## config.mk

```make
export PLATFORM = sky130hd
export DESIGN_NAME = sbt_timer
export DESIGN_NICKNAME = d
export VERILOG_FILES = /design/src/rtl/sbt_pkg.sv /design/src/rtl/sbt_timer.sv
export VERILOG_INCLUDE_DIRS = /design/src /design/src/rtl
export SDC_FILE = /design/constraint.sdc
export NUM_CORES = 1
export LEC_CHECK = 0
export ABC_AREA = 1
export BUFFER_PORTS_ARGS = -buffer_cell sky130_fd_sc_hd__buf_4
export CAP_MARGIN = 20
export CORE_MARGIN = 1.5
export CORE_UTILIZATION = 40
export CTS_CLUSTER_DIAMETER = 120
export DETAILED_ROUTE_END_ITERATION = 6
export PLACE_DENSITY = 0.74
export SLEW_MARGIN = 30
export SYNTH_ARGS = -nofsm -noshare
export SYNTH_HDL_FRONTEND = slang
export SYNTH_SLANG_ARGS = --single-unit
```

## constraint.sdc

```tcl
create_clock -name clock -period 2.5 [get_ports clock]
set_input_delay 0.5 -clock clock [delete_from_list [all_inputs] [get_ports clock]]
set_output_delay 0.5 -clock clock [all_outputs]
set_load 0.02 [all_outputs]
```

## src/rtl/sbt_params.svh

```systemverilog
// numeric constants of the sixteen-bit timer core: register indices,
// field positions, reset values and prescaler masks
// assumes the including file also uses sbt_pkg for the types
`ifndef SBT_PARAMS_SVH
`define SBT_PARAMS_SVH

// ------------------------------------------------------------------
// register indices; the apb byte address is four times the index
// ------------------------------------------------------------------
`define SBT_IDX_COUNT_LO   8'hE2
`define SBT_IDX_COUNT_SNAP 8'hE3
`define SBT_IDX_CTL        8'hE4
`define SBT_IDX_CCTL0      8'hE5
`define SBT_IDX_CC0_LO     8'hDA
`define SBT_IDX_CC0_HI     8'hDB
`define SBT_IDX_RADIO_MASK 8'hF0
`define SBT_IDX_OVF_MASK   8'hF1
`define SBT_MIN_AW         10

// ------------------------------------------------------------------
// field positions
// ------------------------------------------------------------------
`define SBT_CTL_FLG_HI     7
`define SBT_CTL_FLG_LO     4
`define SBT_CTL_PSC_HI     3
`define SBT_CTL_PSC_LO     2
`define SBT_CTL_MODE_HI    1
`define SBT_CTL_MODE_LO    0
`define SBT_CC_SRC         7
`define SBT_CC_MASK        6
`define SBT_CC_ACT_HI      5
`define SBT_CC_ACT_LO      3
`define SBT_CC_FSEL        2
`define SBT_CC_EDGE_HI     1
`define SBT_CC_EDGE_LO     0

// ------------------------------------------------------------------
// reset values, terminal count and prescaler masks
// ------------------------------------------------------------------
`define SBT_COUNT_RST      16'h0000
`define SBT_COUNT_TERM     16'hFFFF
`define SBT_BYTE_RST       8'h00
`define SBT_MASK_RST       1'h1
`define SBT_DIV8_M         7'h07
`define SBT_DIV32_M        7'h1F
`define SBT_DIV128_M       7'h7F

`endif

```

## src/rtl/sbt_pkg.sv

```systemverilog
// types of the sixteen-bit timer core
// assumes sbt_params.svh holds the numeric constants
package sbt_pkg;

	typedef enum logic [1:0] {
		SBT_SUSPEND = 2'h0,
		SBT_FREE    = 2'h1,
		SBT_MODULO  = 2'h2,
		SBT_UPDOWN  = 2'h3
	} sbt_mode_t;

	typedef enum logic [2:0] {
		SBT_ACT_SET    = 3'h0,
		SBT_ACT_CLR    = 3'h1,
		SBT_ACT_TOG    = 3'h2,
		SBT_ACT_SET_UP = 3'h3,
		SBT_ACT_CLR_UP = 3'h4
	} sbt_action_t;

	typedef enum logic {
		SBT_UP   = 1'h0,
		SBT_DOWN = 1'h1
	} sbt_dir_t;

	typedef enum logic [3:0] {
		SBT_R_NONE, SBT_R_LOW, SBT_R_SNAP, SBT_R_CTL, SBT_R_CCTL,
		SBT_R_CCL, SBT_R_CCH, SBT_R_RADIO, SBT_R_OVM
	} sbt_reg_t;

	typedef struct packed {
		logic [15:0] count_value;
		logic [7:0]  counter_high_snapshot;
		logic [15:0] channel0_compare_value;
		logic [3:0]  pending_flags; // ch2, ch1, ch0, overflow
		logic [1:0]  psc_sel;
		sbt_mode_t   mode;
		logic        capture_source_select;
		logic        channel_irq_mask;
		sbt_action_t compare_action;
		logic        compare_sel;
		logic [1:0]  capture_edge_select;
		logic [7:0]  radio_event_mask;
		logic        ovf_irq_mask;
		sbt_dir_t    dir;
		logic [6:0]  psc;
		logic [2:0]  pin_sync;
		logic        pin_lvl;
		logic        ch0_out;
		logic        irq;
		logic [31:0] prdata;
		logic        pslverr;
	} sbt_state_t;

endpackage

```

## src/rtl/sbt_timer.sv

```systemverilog
// sixteen-bit timer core with prescaler, overflow and channel flags and
// channel 0 capture/compare, reached as byte registers over apb
// assumes tick, radio events and channel 1/2 events share clock;
// capture_pin is asynchronous and is synchronised here
`timescale 1ns/1ps
`include "sbt_params.svh"

// What this block does
// [RL1] low byte read gives live low, snaps high
// [RL2] high byte reads last snapshot only
// [RL3] low byte write with pstrb[0] set zeroes count
// [RL4] three channel flags at 7..5, write-0 clear
// [RL5] overflow flag at bit 4 on terminal/turn
// [RL6] prescaler divides tick by 1/8/32/128
// [RL7] prescaler counter never reset by writes
// [RL8] mode 00 holds count
// [RL9] mode 01 counts 0 to FFFF, wraps
// [RL10] mode 10 counts 0 to compare, restarts
// [RL11] mode 11 counts up to compare, down
// [RL12] capture source pin or masked radio events
// [RL13] actions set, clear, toggle on match
// [RL14] 011 set on up match, clear later
// [RL15] 100 clear on up match, set later
// [RL16] function bit chooses capture or compare
// [RL17] capture edge none, rise, fall, both
// [RL18] channel 0 mask resets to one
// [RL19] software avoids action codes 101..111
// [RL20] flags set unmasked; irq flag masked
// [RL21] up/down compare: turn sets both flags
module sbt_timer #(
	parameter int ADDR_W = 12
) (
	input  logic              clock,
	input  logic              resetn,
	input  logic              psel,
	input  logic              penable,
	input  logic              pwrite,
	input  logic [ADDR_W-1:0] paddr,
	input  logic [31:0]       pwdata,
	input  logic [3:0]        pstrb,
	output logic              pready,
	output logic [31:0]       prdata,
	output logic              pslverr,
	input  logic              tick,
	input  logic              capture_pin,
	input  logic [7:0]        radio_events,
	input  logic              ch1_event,
	input  logic              ch2_event,
	input  logic              ch1_irq_mask,
	input  logic              ch2_irq_mask,
	output logic [15:0]       count_value,
	output logic              ch0_out,
	output logic              cpu_timer_irq_flag
);

	// ------------------------------------------------------------------
	// elaboration check
	// ------------------------------------------------------------------
	// the highest index needs ten address bits
	if (ADDR_W < `SBT_MIN_AW)
	begin : g_bad_aw
		$error("sbt_timer: ADDR_W below ten bits");
	end

	// ------------------------------------------------------------------
	// functions
	// ------------------------------------------------------------------
	// word-aligned index decode, shared by read and write paths
	function automatic sbt_pkg::sbt_reg_t sbt_decode(
		input logic [ADDR_W-1:0] addr
	);
		logic [ADDR_W-3:0] idx;
		idx = addr[ADDR_W-1:2];
		if (addr[1:0] != 2'h0)
			sbt_decode = sbt_pkg::SBT_R_NONE;
		else if (idx == (ADDR_W-2)'(`SBT_IDX_COUNT_LO))
			sbt_decode = sbt_pkg::SBT_R_LOW;
		else if (idx == (ADDR_W-2)'(`SBT_IDX_COUNT_SNAP))
			sbt_decode = sbt_pkg::SBT_R_SNAP;
		else if (idx == (ADDR_W-2)'(`SBT_IDX_CTL))
			sbt_decode = sbt_pkg::SBT_R_CTL;
		else if (idx == (ADDR_W-2)'(`SBT_IDX_CCTL0))
			sbt_decode = sbt_pkg::SBT_R_CCTL;
		else if (idx == (ADDR_W-2)'(`SBT_IDX_CC0_LO))
			sbt_decode = sbt_pkg::SBT_R_CCL;
		else if (idx == (ADDR_W-2)'(`SBT_IDX_CC0_HI))
			sbt_decode = sbt_pkg::SBT_R_CCH;
		else if (idx == (ADDR_W-2)'(`SBT_IDX_RADIO_MASK))
			sbt_decode = sbt_pkg::SBT_R_RADIO;
		else if (idx == (ADDR_W-2)'(`SBT_IDX_OVF_MASK))
			sbt_decode = sbt_pkg::SBT_R_OVM;
		else
			sbt_decode = sbt_pkg::SBT_R_NONE;
	endfunction

	// prescaler terminal detect for the selected division
	function automatic logic sbt_fire(
		input logic [1:0] sel,
		input logic [6:0] psc
	);
		case (sel)
			2'h0:    sbt_fire = 1'h1;
			2'h1:    sbt_fire = (psc & `SBT_DIV8_M) == `SBT_DIV8_M;
			2'h2:    sbt_fire = (psc & `SBT_DIV32_M) == `SBT_DIV32_M;
			default: sbt_fire = psc == `SBT_DIV128_M;
		endcase
	endfunction

	// ------------------------------------------------------------------
	// state and helpers
	// ------------------------------------------------------------------
	sbt_pkg::sbt_state_t st_ff;
	sbt_pkg::sbt_state_t nxt_st;
	sbt_pkg::sbt_reg_t   sel;
	logic                setup;
	logic                we;
	logic                fire;
	logic                upd;
	logic [15:0]         step;
	logic                wrap_ev;
	logic                turn_ev;
	logic                zero_ev;
	logic                match_ev;
	logic                m_up;
	logic                m_dn;
	logic                rise;
	logic                fall;
	logic                capt_ev;
	logic                ch0_set;
	logic [3:0]          clr_mask;
	logic [7:0]          rd;

	// ------------------------------------------------------------------
	// next-state logic
	// ------------------------------------------------------------------
	always_comb
	begin
		nxt_st   = st_ff;
		sel      = sbt_decode(paddr);
		setup    = psel & ~penable;
		we       = psel & penable & pwrite & pstrb[0];
		wrap_ev  = 1'h0;
		turn_ev  = 1'h0;
		clr_mask = 4'h0;
		rd       = `SBT_BYTE_RST;

		// free-running prescaler; writes never touch it
		if (tick)
			nxt_st.psc = 7'(st_ff.psc + 7'h01); // [RL7]
		fire = tick & sbt_fire(st_ff.psc_sel, st_ff.psc); // [RL6]
		upd  = fire & (st_ff.mode != sbt_pkg::SBT_SUSPEND); // [RL8]

		// counting step per mode
		step = st_ff.count_value;
		if (upd)
		begin
			case (st_ff.mode)
				sbt_pkg::SBT_FREE:
				begin
					step    = 16'(st_ff.count_value + 16'h0001); // [RL9]
					wrap_ev = st_ff.count_value == `SBT_COUNT_TERM; // [RL5]
				end
				sbt_pkg::SBT_MODULO:
				begin
					// >= so a lowered compare value cannot strand the count
					if (st_ff.count_value >= st_ff.channel0_compare_value)
					begin
						step    = `SBT_COUNT_RST; // [RL10]
						wrap_ev = 1'h1; // [RL5]
					end
					else
						step = 16'(st_ff.count_value + 16'h0001);
				end
				sbt_pkg::SBT_UPDOWN:
				begin
					if (st_ff.dir == sbt_pkg::SBT_DOWN)
					begin
						if (st_ff.count_value <= 16'h0001)
						begin
							step        = `SBT_COUNT_RST; // [RL11]
							turn_ev     = 1'h1; // [RL5]
							nxt_st.dir  = sbt_pkg::SBT_UP;
						end
						else
							step = 16'(st_ff.count_value - 16'h0001);
					end
					else if (st_ff.count_value >=
						st_ff.channel0_compare_value)
					begin
						nxt_st.dir = sbt_pkg::SBT_DOWN; // [RL11]
						if (st_ff.count_value != `SBT_COUNT_RST)
							step = 16'(st_ff.count_value - 16'h0001);
					end
					else
						step = 16'(st_ff.count_value + 16'h0001);
				end
				default: step = st_ff.count_value;
			endcase
		end
		nxt_st.count_value = step;

		// compare events of channel 0
		match_ev = upd & st_ff.compare_sel & // [RL16]
			(step == st_ff.channel0_compare_value);
		m_up     = match_ev & (st_ff.dir == sbt_pkg::SBT_UP);
		m_dn     = match_ev & (st_ff.dir == sbt_pkg::SBT_DOWN);
		zero_ev  = upd & (step == `SBT_COUNT_RST) &
			(st_ff.count_value != `SBT_COUNT_RST);

		// output action; reserved codes leave the output alone
		case (st_ff.compare_action)
			sbt_pkg::SBT_ACT_SET:
				if (match_ev)
					nxt_st.ch0_out = 1'h1; // [RL13]
			sbt_pkg::SBT_ACT_CLR:
				if (match_ev)
					nxt_st.ch0_out = 1'h0; // [RL13]
			sbt_pkg::SBT_ACT_TOG:
				if (match_ev)
					nxt_st.ch0_out = ~st_ff.ch0_out; // [RL13]
			sbt_pkg::SBT_ACT_SET_UP:
				if (m_up)
					nxt_st.ch0_out = 1'h1; // [RL14]
				else if (st_ff.mode == sbt_pkg::SBT_UPDOWN ? m_dn : zero_ev)
					nxt_st.ch0_out = 1'h0; // [RL14]
			sbt_pkg::SBT_ACT_CLR_UP:
				if (m_up)
					nxt_st.ch0_out = 1'h0; // [RL15]
				else if (st_ff.mode == sbt_pkg::SBT_UPDOWN ? m_dn : zero_ev)
					nxt_st.ch0_out = 1'h1; // [RL15]
			default: nxt_st.ch0_out = st_ff.ch0_out;
		endcase

		// capture pin: three stages, level moves when 2nd and 3rd agree
		nxt_st.pin_sync = {st_ff.pin_sync[1:0], capture_pin};
		if (st_ff.pin_sync[1] == st_ff.pin_sync[2])
			nxt_st.pin_lvl = st_ff.pin_sync[2];
		rise = (st_ff.pin_sync[1] == st_ff.pin_sync[2]) &
			st_ff.pin_sync[2] & ~st_ff.pin_lvl;
		fall = (st_ff.pin_sync[1] == st_ff.pin_sync[2]) &
			~st_ff.pin_sync[2] & st_ff.pin_lvl;
		capt_ev = ~st_ff.compare_sel & // [RL16]
			(st_ff.capture_edge_select != 2'h0) & // [RL17]
			(st_ff.capture_source_select ? // [RL12]
			|(radio_events & st_ff.radio_event_mask) :
			((rise & st_ff.capture_edge_select[0]) | // [RL17]
			(fall & st_ff.capture_edge_select[1])));

		// channel 0 flag source depends on mode and function
		if (~st_ff.compare_sel)
			ch0_set = capt_ev;
		else if (st_ff.mode == sbt_pkg::SBT_UPDOWN)
			ch0_set = turn_ev; // [RL21]
		else
			ch0_set = match_ev;

		// register writes, taken at the access edge
		if (we)
		begin
			if (sel == sbt_pkg::SBT_R_LOW)
			begin
				nxt_st.count_value = `SBT_COUNT_RST; // [RL3]
				nxt_st.dir         = sbt_pkg::SBT_UP;
			end
			else if (sel == sbt_pkg::SBT_R_CTL)
			begin
				clr_mask = ~pwdata[`SBT_CTL_FLG_HI:`SBT_CTL_FLG_LO]; // [RL4]
				nxt_st.psc_sel = pwdata[`SBT_CTL_PSC_HI:`SBT_CTL_PSC_LO];
				nxt_st.mode    = sbt_pkg::sbt_mode_t'(
					pwdata[`SBT_CTL_MODE_HI:`SBT_CTL_MODE_LO]);
			end
			else if (sel == sbt_pkg::SBT_R_CCTL)
			begin
				nxt_st.capture_source_select = pwdata[`SBT_CC_SRC];
				nxt_st.channel_irq_mask      = pwdata[`SBT_CC_MASK];
				nxt_st.compare_action        = sbt_pkg::sbt_action_t'(
					pwdata[`SBT_CC_ACT_HI:`SBT_CC_ACT_LO]);
				nxt_st.compare_sel           = pwdata[`SBT_CC_FSEL];
				nxt_st.capture_edge_select   =
					pwdata[`SBT_CC_EDGE_HI:`SBT_CC_EDGE_LO];
			end
			else if (sel == sbt_pkg::SBT_R_CCL)
				nxt_st.channel0_compare_value[7:0] = pwdata[7:0];
			else if (sel == sbt_pkg::SBT_R_CCH)
				nxt_st.channel0_compare_value[15:8] = pwdata[7:0];
			else if (sel == sbt_pkg::SBT_R_RADIO)
				nxt_st.radio_event_mask = pwdata[7:0];
			else if (sel == sbt_pkg::SBT_R_OVM)
				nxt_st.ovf_irq_mask = pwdata[0];
		end

		// a capture outranks a software write of the value
		if (capt_ev)
			nxt_st.channel0_compare_value = st_ff.count_value; // [RL12]

		// flags: events set regardless of masks, and set beats clear
		nxt_st.pending_flags = (st_ff.pending_flags & ~clr_mask) | // [RL4]
			{ch2_event, ch1_event, ch0_set, wrap_ev | turn_ev}; // [RL20]

		// cpu flag only through the mask bits
		nxt_st.irq = |(st_ff.pending_flags & {ch2_irq_mask, ch1_irq_mask,
			st_ff.channel_irq_mask, st_ff.ovf_irq_mask}); // [RL20]

		// read mux
		if (sel == sbt_pkg::SBT_R_LOW)
			rd = st_ff.count_value[7:0]; // [RL1]
		else if (sel == sbt_pkg::SBT_R_SNAP)
			rd = st_ff.counter_high_snapshot; // [RL2]
		else if (sel == sbt_pkg::SBT_R_CTL)
		begin
			rd[`SBT_CTL_FLG_HI:`SBT_CTL_FLG_LO]   = st_ff.pending_flags;
			rd[`SBT_CTL_PSC_HI:`SBT_CTL_PSC_LO]   = st_ff.psc_sel;
			rd[`SBT_CTL_MODE_HI:`SBT_CTL_MODE_LO] = st_ff.mode;
		end
		else if (sel == sbt_pkg::SBT_R_CCTL)
		begin
			rd[`SBT_CC_SRC]                    = st_ff.capture_source_select;
			rd[`SBT_CC_MASK]                   = st_ff.channel_irq_mask;
			rd[`SBT_CC_ACT_HI:`SBT_CC_ACT_LO]  = st_ff.compare_action;
			rd[`SBT_CC_FSEL]                   = st_ff.compare_sel;
			rd[`SBT_CC_EDGE_HI:`SBT_CC_EDGE_LO] = st_ff.capture_edge_select;
		end
		else if (sel == sbt_pkg::SBT_R_CCL)
			rd = st_ff.channel0_compare_value[7:0];
		else if (sel == sbt_pkg::SBT_R_CCH)
			rd = st_ff.channel0_compare_value[15:8];
		else if (sel == sbt_pkg::SBT_R_RADIO)
			rd = st_ff.radio_event_mask;
		else if (sel == sbt_pkg::SBT_R_OVM)
			rd = {7'h00, st_ff.ovf_irq_mask};

		// answer is prepared in setup so access needs no wait state
		if (setup)
		begin
			nxt_st.prdata  = pwrite ? 32'h0000_0000 : {24'h00_0000, rd};
			nxt_st.pslverr = sel == sbt_pkg::SBT_R_NONE;
			if (~pwrite && sel == sbt_pkg::SBT_R_LOW)
				nxt_st.counter_high_snapshot =
					st_ff.count_value[15:8]; // [RL1]
		end
	end

	// ------------------------------------------------------------------
	// state register
	// ------------------------------------------------------------------
	always_ff @(posedge clock or negedge resetn)
	begin
		if (!resetn)
		begin
			st_ff.count_value            <= `SBT_COUNT_RST;
			st_ff.counter_high_snapshot  <= `SBT_BYTE_RST;
			st_ff.channel0_compare_value <= `SBT_COUNT_RST;
			st_ff.pending_flags          <= 4'h0;
			st_ff.psc_sel                <= 2'h0;
			st_ff.mode                   <= sbt_pkg::SBT_SUSPEND;
			st_ff.capture_source_select  <= 1'h0;
			st_ff.channel_irq_mask       <= `SBT_MASK_RST; // [RL18]
			st_ff.compare_action         <= sbt_pkg::SBT_ACT_SET;
			st_ff.compare_sel            <= 1'h0;
			st_ff.capture_edge_select    <= 2'h0;
			st_ff.radio_event_mask       <= `SBT_BYTE_RST;
			st_ff.ovf_irq_mask           <= `SBT_MASK_RST;
			st_ff.dir                    <= sbt_pkg::SBT_UP;
			st_ff.psc                    <= 7'h00;
			st_ff.pin_sync               <= 3'h0;
			st_ff.pin_lvl                <= 1'h0;
			st_ff.ch0_out                <= 1'h0;
			st_ff.irq                    <= 1'h0;
			st_ff.prdata                 <= 32'h0000_0000;
			st_ff.pslverr                <= 1'h0;
		end
		else
			st_ff <= nxt_st;
	end

	// ------------------------------------------------------------------
	// outputs
	// ------------------------------------------------------------------
	// zero wait states: the answer is ready on entering access
	assign pready             = 1'h1;
	assign prdata             = st_ff.prdata;
	assign pslverr            = st_ff.pslverr;
	assign count_value        = st_ff.count_value;
	assign ch0_out            = st_ff.ch0_out;
	assign cpu_timer_irq_flag = st_ff.irq;
endmodule // sbt_timer

```

== Yosys cells after proc, flatten, opt, wreduce, memory -nomap -nowiden ==
Cells that the tools add are included.

* Register bits: 112
* Input bits: 67

* Eq/ne operators: 40
* Bitwise logic cells: 41
* Mux-type cells: 64
* Reductions and logical operators: 23
* Magnitude comparators: 2
* Add/sub/neg operators: 3

{| class="wikitable"
|+ Operators by type and width
! operator !! number
|-
| 16-bit 2-to-1 mux || 13
|-
| 8-bit 2-to-1 mux || 11
|-
| 10-bit by 8-bit == test with 1-bit output, second input constant || 8
|-
| 4-bit 2-to-1 mux || 12
|-
| 16-bit case mux with 3 select lines || 1
|-
| 1-bit 2-to-1 mux || 24
|-
| 1-bit AND || 20
|-
| 16-bit by 1-bit adder with 16-bit output, second input constant || 1
|-
| 16-bit == test || 1
|-
| 16-bit == test, second input constant || 1
|-
| 4-bit by 3-bit == test with 1-bit output, second input constant || 4
|-
| 16-bit >= comparator || 1
|-
| 16-bit by 1-bit less-or-equal comparator with 1-bit output, second input constant || 1
|-
| 16-bit logical NOT || 1
|-
| 16-bit nonzero test || 1
|-
| 16-bit by 1-bit subtractor with 16-bit output, second input constant || 1
|-
| 2-bit inequality test, second input constant || 7
|-
| 1-bit inverter || 13
|-
| 6-bit AND reduction || 2
|-
| 2-bit nonzero test || 6
|-
| 4-bit AND || 2
|-
| 8-bit AND || 1
|-
| 4-bit by 2-bit == test with 1-bit output, second input constant || 2
|-
| 4-bit inverter || 2
|-
| other kinds (30) || 37
|}

== Depth between registers and ports, before layout ==
* Depth in word-level cells: 20
* Gate-level depth with buffers: 29
* Gate-level depth less buffers: 28

== Least setup slack after synthesis ==
Ideal clock, no wire load.

* Kind: register -> register
* Start point: reg, netlist name count_value[13]
* End point: reg, netlist name ch0_out
* Slack: -0.120 ns
* Path buffers: 2
* Required time: 2.381 ns
* Period minus slack after synthesis: 2.620 ns
* Cell stages (with the launch flop): 21
* Arrival time: 2.501 ns
* Setup time: 0.119 ns
* Cell sequence: dfrtp_1 -> ha_1 -> a21oi_1 -> o21ai_1 -> nor2_1 -> clkbuf_4 -> nand2_8 -> buf_8 -> nand3_2 -> nand3_1 -> nand2_1 -> nand2_1 -> nand2_1 -> nand3_1 -> nand3b_1 -> nor2_2 -> nand3_1 -> nand2_1 -> nand3_1 -> nor2_1 -> nor2_1

* Cells in the longest elaborated chain, start to end: 12
* Elaborated cells on any way between the ends: 29

{| class="wikitable"
|+ RTL lines
! what !! RTL line !! text
|-
| 16-bit by 1-bit subtractor with 16-bit output / 16-bit nonzero test (equally long branches) || - ||
|-
| 16-bit 2-to-1 mux || sbt_timer.sv:191 || <nowiki>if (st_ff.count_value != `SBT_COUNT_RST)</nowiki>
|-
| 16-bit 2-to-1 mux || sbt_timer.sv:187 || <nowiki>else if (st_ff.count_value >=</nowiki>
|-
| 16-bit 2-to-1 mux || sbt_timer.sv:176 || <nowiki>if (st_ff.dir == sbt_pkg::SBT_DOWN)</nowiki>
|-
| 16-bit case mux with 3 select lines || sbt_timer.sv:157 || <nowiki>case (st_ff.mode)</nowiki>
|-
| 16-bit 2-to-1 mux || sbt_timer.sv:155 || <nowiki>if (upd)</nowiki>
|-
| 16-bit == test / 16-bit logical NOT (equally long branches) || - ||
|-
| 1-bit AND, on equally long branches || sbt_timer.sv:203, sbt_timer.sv:207 ||
|-
| 1-bit AND, on equally long branches || sbt_timer.sv:206, sbt_timer.sv:207 ||
|-
| 1-bit 2-to-1 mux || sbt_timer.sv:224, sbt_timer.sv:229 ||
|-
| 3-bit inequality test (no line) || - ||
|-
| 6-bit AND reduction (no line) || - ||
|}

Parallel ways exist; a longest one is shown, timed or not.
A chain may end at the register's enable or synchronous reset.

== Final worst setup path ==
* Start point: reg st_ff[85] (netlist name)
* End point: reg, netlist name ch0_out

* Cells in the longest elaborated chain, start to end: 11
* Elaborated cells on any way between the ends: 23

{| class="wikitable"
|+ RTL lines
! what !! RTL line !! text
|-
| from (decl) || sbt_timer.sv:112 || <nowiki>sbt_pkg::sbt_state_t st_ff;</nowiki>
|-
| from (signal assigned) || sbt_timer.sv:373 || <nowiki>st_ff <= nxt_st;</nowiki>
|-
| 16-bit >= comparator || sbt_timer.sv:166, sbt_timer.sv:187 ||
|-
| 16-bit 2-to-1 mux || sbt_timer.sv:187 ||
|-
| 16-bit 2-to-1 mux || sbt_timer.sv:176 ||
|-
| 16-bit case mux with 3 select lines || sbt_timer.sv:157 ||
|-
| 16-bit 2-to-1 mux || sbt_timer.sv:155 ||
|-
| 16-bit == test / 16-bit logical NOT (equally long branches) || - ||
|-
| 1-bit AND, on equally long branches || sbt_timer.sv:203, sbt_timer.sv:207 ||
|-
| 1-bit AND, on equally long branches || sbt_timer.sv:206, sbt_timer.sv:207 ||
|-
| 1-bit 2-to-1 mux || sbt_timer.sv:224, sbt_timer.sv:229 ||
|-
| 3-bit inequality test (no line) || - ||
|-
| 6-bit AND reduction (no line) || - ||
|}

Parallel ways exist; a longest one is shown, timed or not.

==> metrics.cfg <==
[status]
status=finished, violations left
violations=setup timing

[pwr]
p_leak_nw=5.16
comb_power_share=0.136
peakVddDrop_v=0.000419
power.switching_uw=954
power.sequential.fraction=0.453
p_int_mw=2.41
p_clk_frac=0.411
power_density_nw_per_um2=335
swShare=0.284

[grt]
met3_usage=0.0443
use_met2=0.430
busiest_layer=met2
grt_pass1_vias=7871
grt_max_degree=43
antenna_found_initial=1
use_met1=0.346
groute.usage.overall=0.267
grt_pass1_wl_um=40800
grt_overflow=0

[drt]
vias_per_cell=5.33
drt_wl_total_um=25900
drtIter0Drc=796
num_vias=8188
dr.pass1.iters=6
drc=0
postRouteAntennaNets=0
post_drt_wl_per_cell_um=16.8

[clock_tree]
cts_tree=built
numCtsBuffers=9
ctsHoldBuffers=0
cts_buffer_depth=2
cts.sinks=88
cts_max_level=3
clk_latency_ps=350
root_buffer=clkbuf_16
path_clk_slew_ps=80

[critical_path]
path_max_fanout=7
r2r_start=st_ff[85]
crit_type=reg -> reg
crit_path_start=st_ff[85]
worst_ep_arrival_time_ps=3200
startpoint_type=register
end_kind=register
required_ps=2740

[synth]
synth_top_area_share=0.294
synth.largest_area_cell=dfrtp_1
syn-mean-instance-area_sq_um=6.78
seq_area_frac_synth=0.301
synth_cells=1079
synth-seq-cells=88
yosys_warnings=0
synth_cell_types=50
yosys-top-cells-area=dfrtp_1 29%, nand2_1 15%, nand3_1 6.2%, inv_1 5.6%, nor2_1 5.2%
netlist_area_sq_um=7320

[floorplan]
die_w_um=138
start_util=0.407
std_cell_rows=49
io_pins=119
core_sq_um=18000
die_area_sq_um=19100
die_h_um=138

[min_path]
hold_path.class=in -> async

[timing]
final_hold_viol_count=0
worst_hold_slack_ps=127
rsz0062_at_grt=yes
setup_viol_count_final=2
maxSlewViolCount=0
relSlewSlack=0.628
setup_ws_ps=-460
period_minus_slack_ps=2960
clock_skew_ps=12.0
finalCritPeriodShare=1.18
fin_tns_setup_ps=-827
tightest_slew_ps=558
fmax_mhz=338

[final_layout]
nFillCells=1645
antenna_cells=0
final_cell_mix=253 x buf_4, 249 x nand2_1, 99 x inv_1, 89 x nor2_1, 82 x dfrtp_1
synthToLayoutAreaGrowth_pct=36.9
nNetsFinal=1397
stdcell_count=1535
mostFrequentLayoutCell=buf_4
drive_gt1_frac=0.355

[placed_design]
post-dp-hpwl_um=19800
gp_congestion=1.00
dp_slack_ps=-485
dp.cells=1507
port-buffer-count=66

[flow_run]
cap_violations=0

-- timing repair --
action,in CTS,in global routing
setup buffers,3,8
pin swaps,21,35
gates resized for setup,65,60
setup endpoints to repair,2,69
gates cloned,0,2
-- registers in the layout (all words and copies together), names as in the netlist --
signal              cells
cpu_timer_irq_flag      1
nxt_st                  2
pslverr                 1
st_ff                  59
ch0_out                 1
prdata                  8
count_value            16
-- power by group through the flow --
stage	Sequential, mW	Clock [mW]	Combinational [mW]
floorplan	1.55	0	0.237
global placement	1.55	0	0.431
detailed placement	1.55	0	0.446
CTS	1.52	1.40	0.449
global route	1.53	1.47	0.512
finish	1.52	1.38	0.456
-- metrics by stage --
stage          area [sq um]  total power [mW]  utilization
2_1_floorplan          7460              1.79            -
3_3_place_gp           9150              1.98        0.510
3_5_place_dp           9150              2.00        0.510
4_1_cts                9690              3.37        0.539
5_1_grt               10000              3.51        0.558
6_report              10000              3.36        0.558
-- Yosys cell counts (all sizes together) --
cell type and instances:
nand2 307, dfrtp 86, o2111ai 3, nor2 127, o21bai 4, mux2 2
nor3 18, clkbuf 10, dfstp 2, a21boi 1, o31ai 1, xnor2 2
and2 1, ha 29, nand3 97, inv 123, a221oi 2, clkinv 2
xor2 19, nand4 17, buf 69, o21ai 76, a31o 1, nand3b 4
a22oi 8, o221ai 9, conb 2, a21oi 46, o211ai 3, o22ai 5
and3 1, a22o 2
-- worst max-delay path: stages (launching register included) --
cell,delay (ps)
dfrtp_1,390
inv_2,70
ha_4,260
nand4_1,180
a21oi_2,230
nor2_4,100
nand2_8,140
clkbuf_16,160
nand2_1,40
nand3_1,90
nand3_2,80
nand2_2,100
nand2_2,60
nand2_1,70
nand2_2,70
nor2_1,90
nand3b_1,140
nor2_2,170
nand3_1,100
nand2_1,100
nand3_2,60
nor2_2,100
nor2_1,40
-- cell type report --
type,count,area (sq um),area share
Inverter,125,484,0.0483
Clock inverter,7,81.3,0.00811
Clock buffer,9,225,0.0225
Multi-Input combinational cell,811,4630,0.462
Sequential cell,88,2210,0.220
Tap cell,229,287,0.0286
Timing Repair Buffer,266,2100,0.210
-- path summary, 6_finish.rpt --
kind                               to  slack [ps]  cells past startpoint
max                           ch0_out        -460                     22
min                         st_ff[52]         130                      1
max reg2reg                   ch0_out        -460                     22
min reg2reg                nxt_st[38]         350                      0
max in group asynchronous   st_ff[47]        1660                      2
min in group clock         nxt_st[37]         250                      1
-- routing by layer --
| metal | wire length (um) | up-vias |
|---|---|---|
| li1 | - | 3885 |
| met1 | 10300 | 3813 |
| met2 | 12000 | 411 |
| met3 | 2300 | 79 |
| met4 | 1260 | 0 |
| met5 | 0 | - |
-- kinds of logic after synthesis --
group,share of synthesized area
compound gates,0.127
xor+xnor,0.0251
fa+ha+maj,0.0496
buf+inv,0.141
flops,0.301
mux,0.00308
other cells,0.00103
simple gates,0.353
Power figures use the tool's default switching activity.
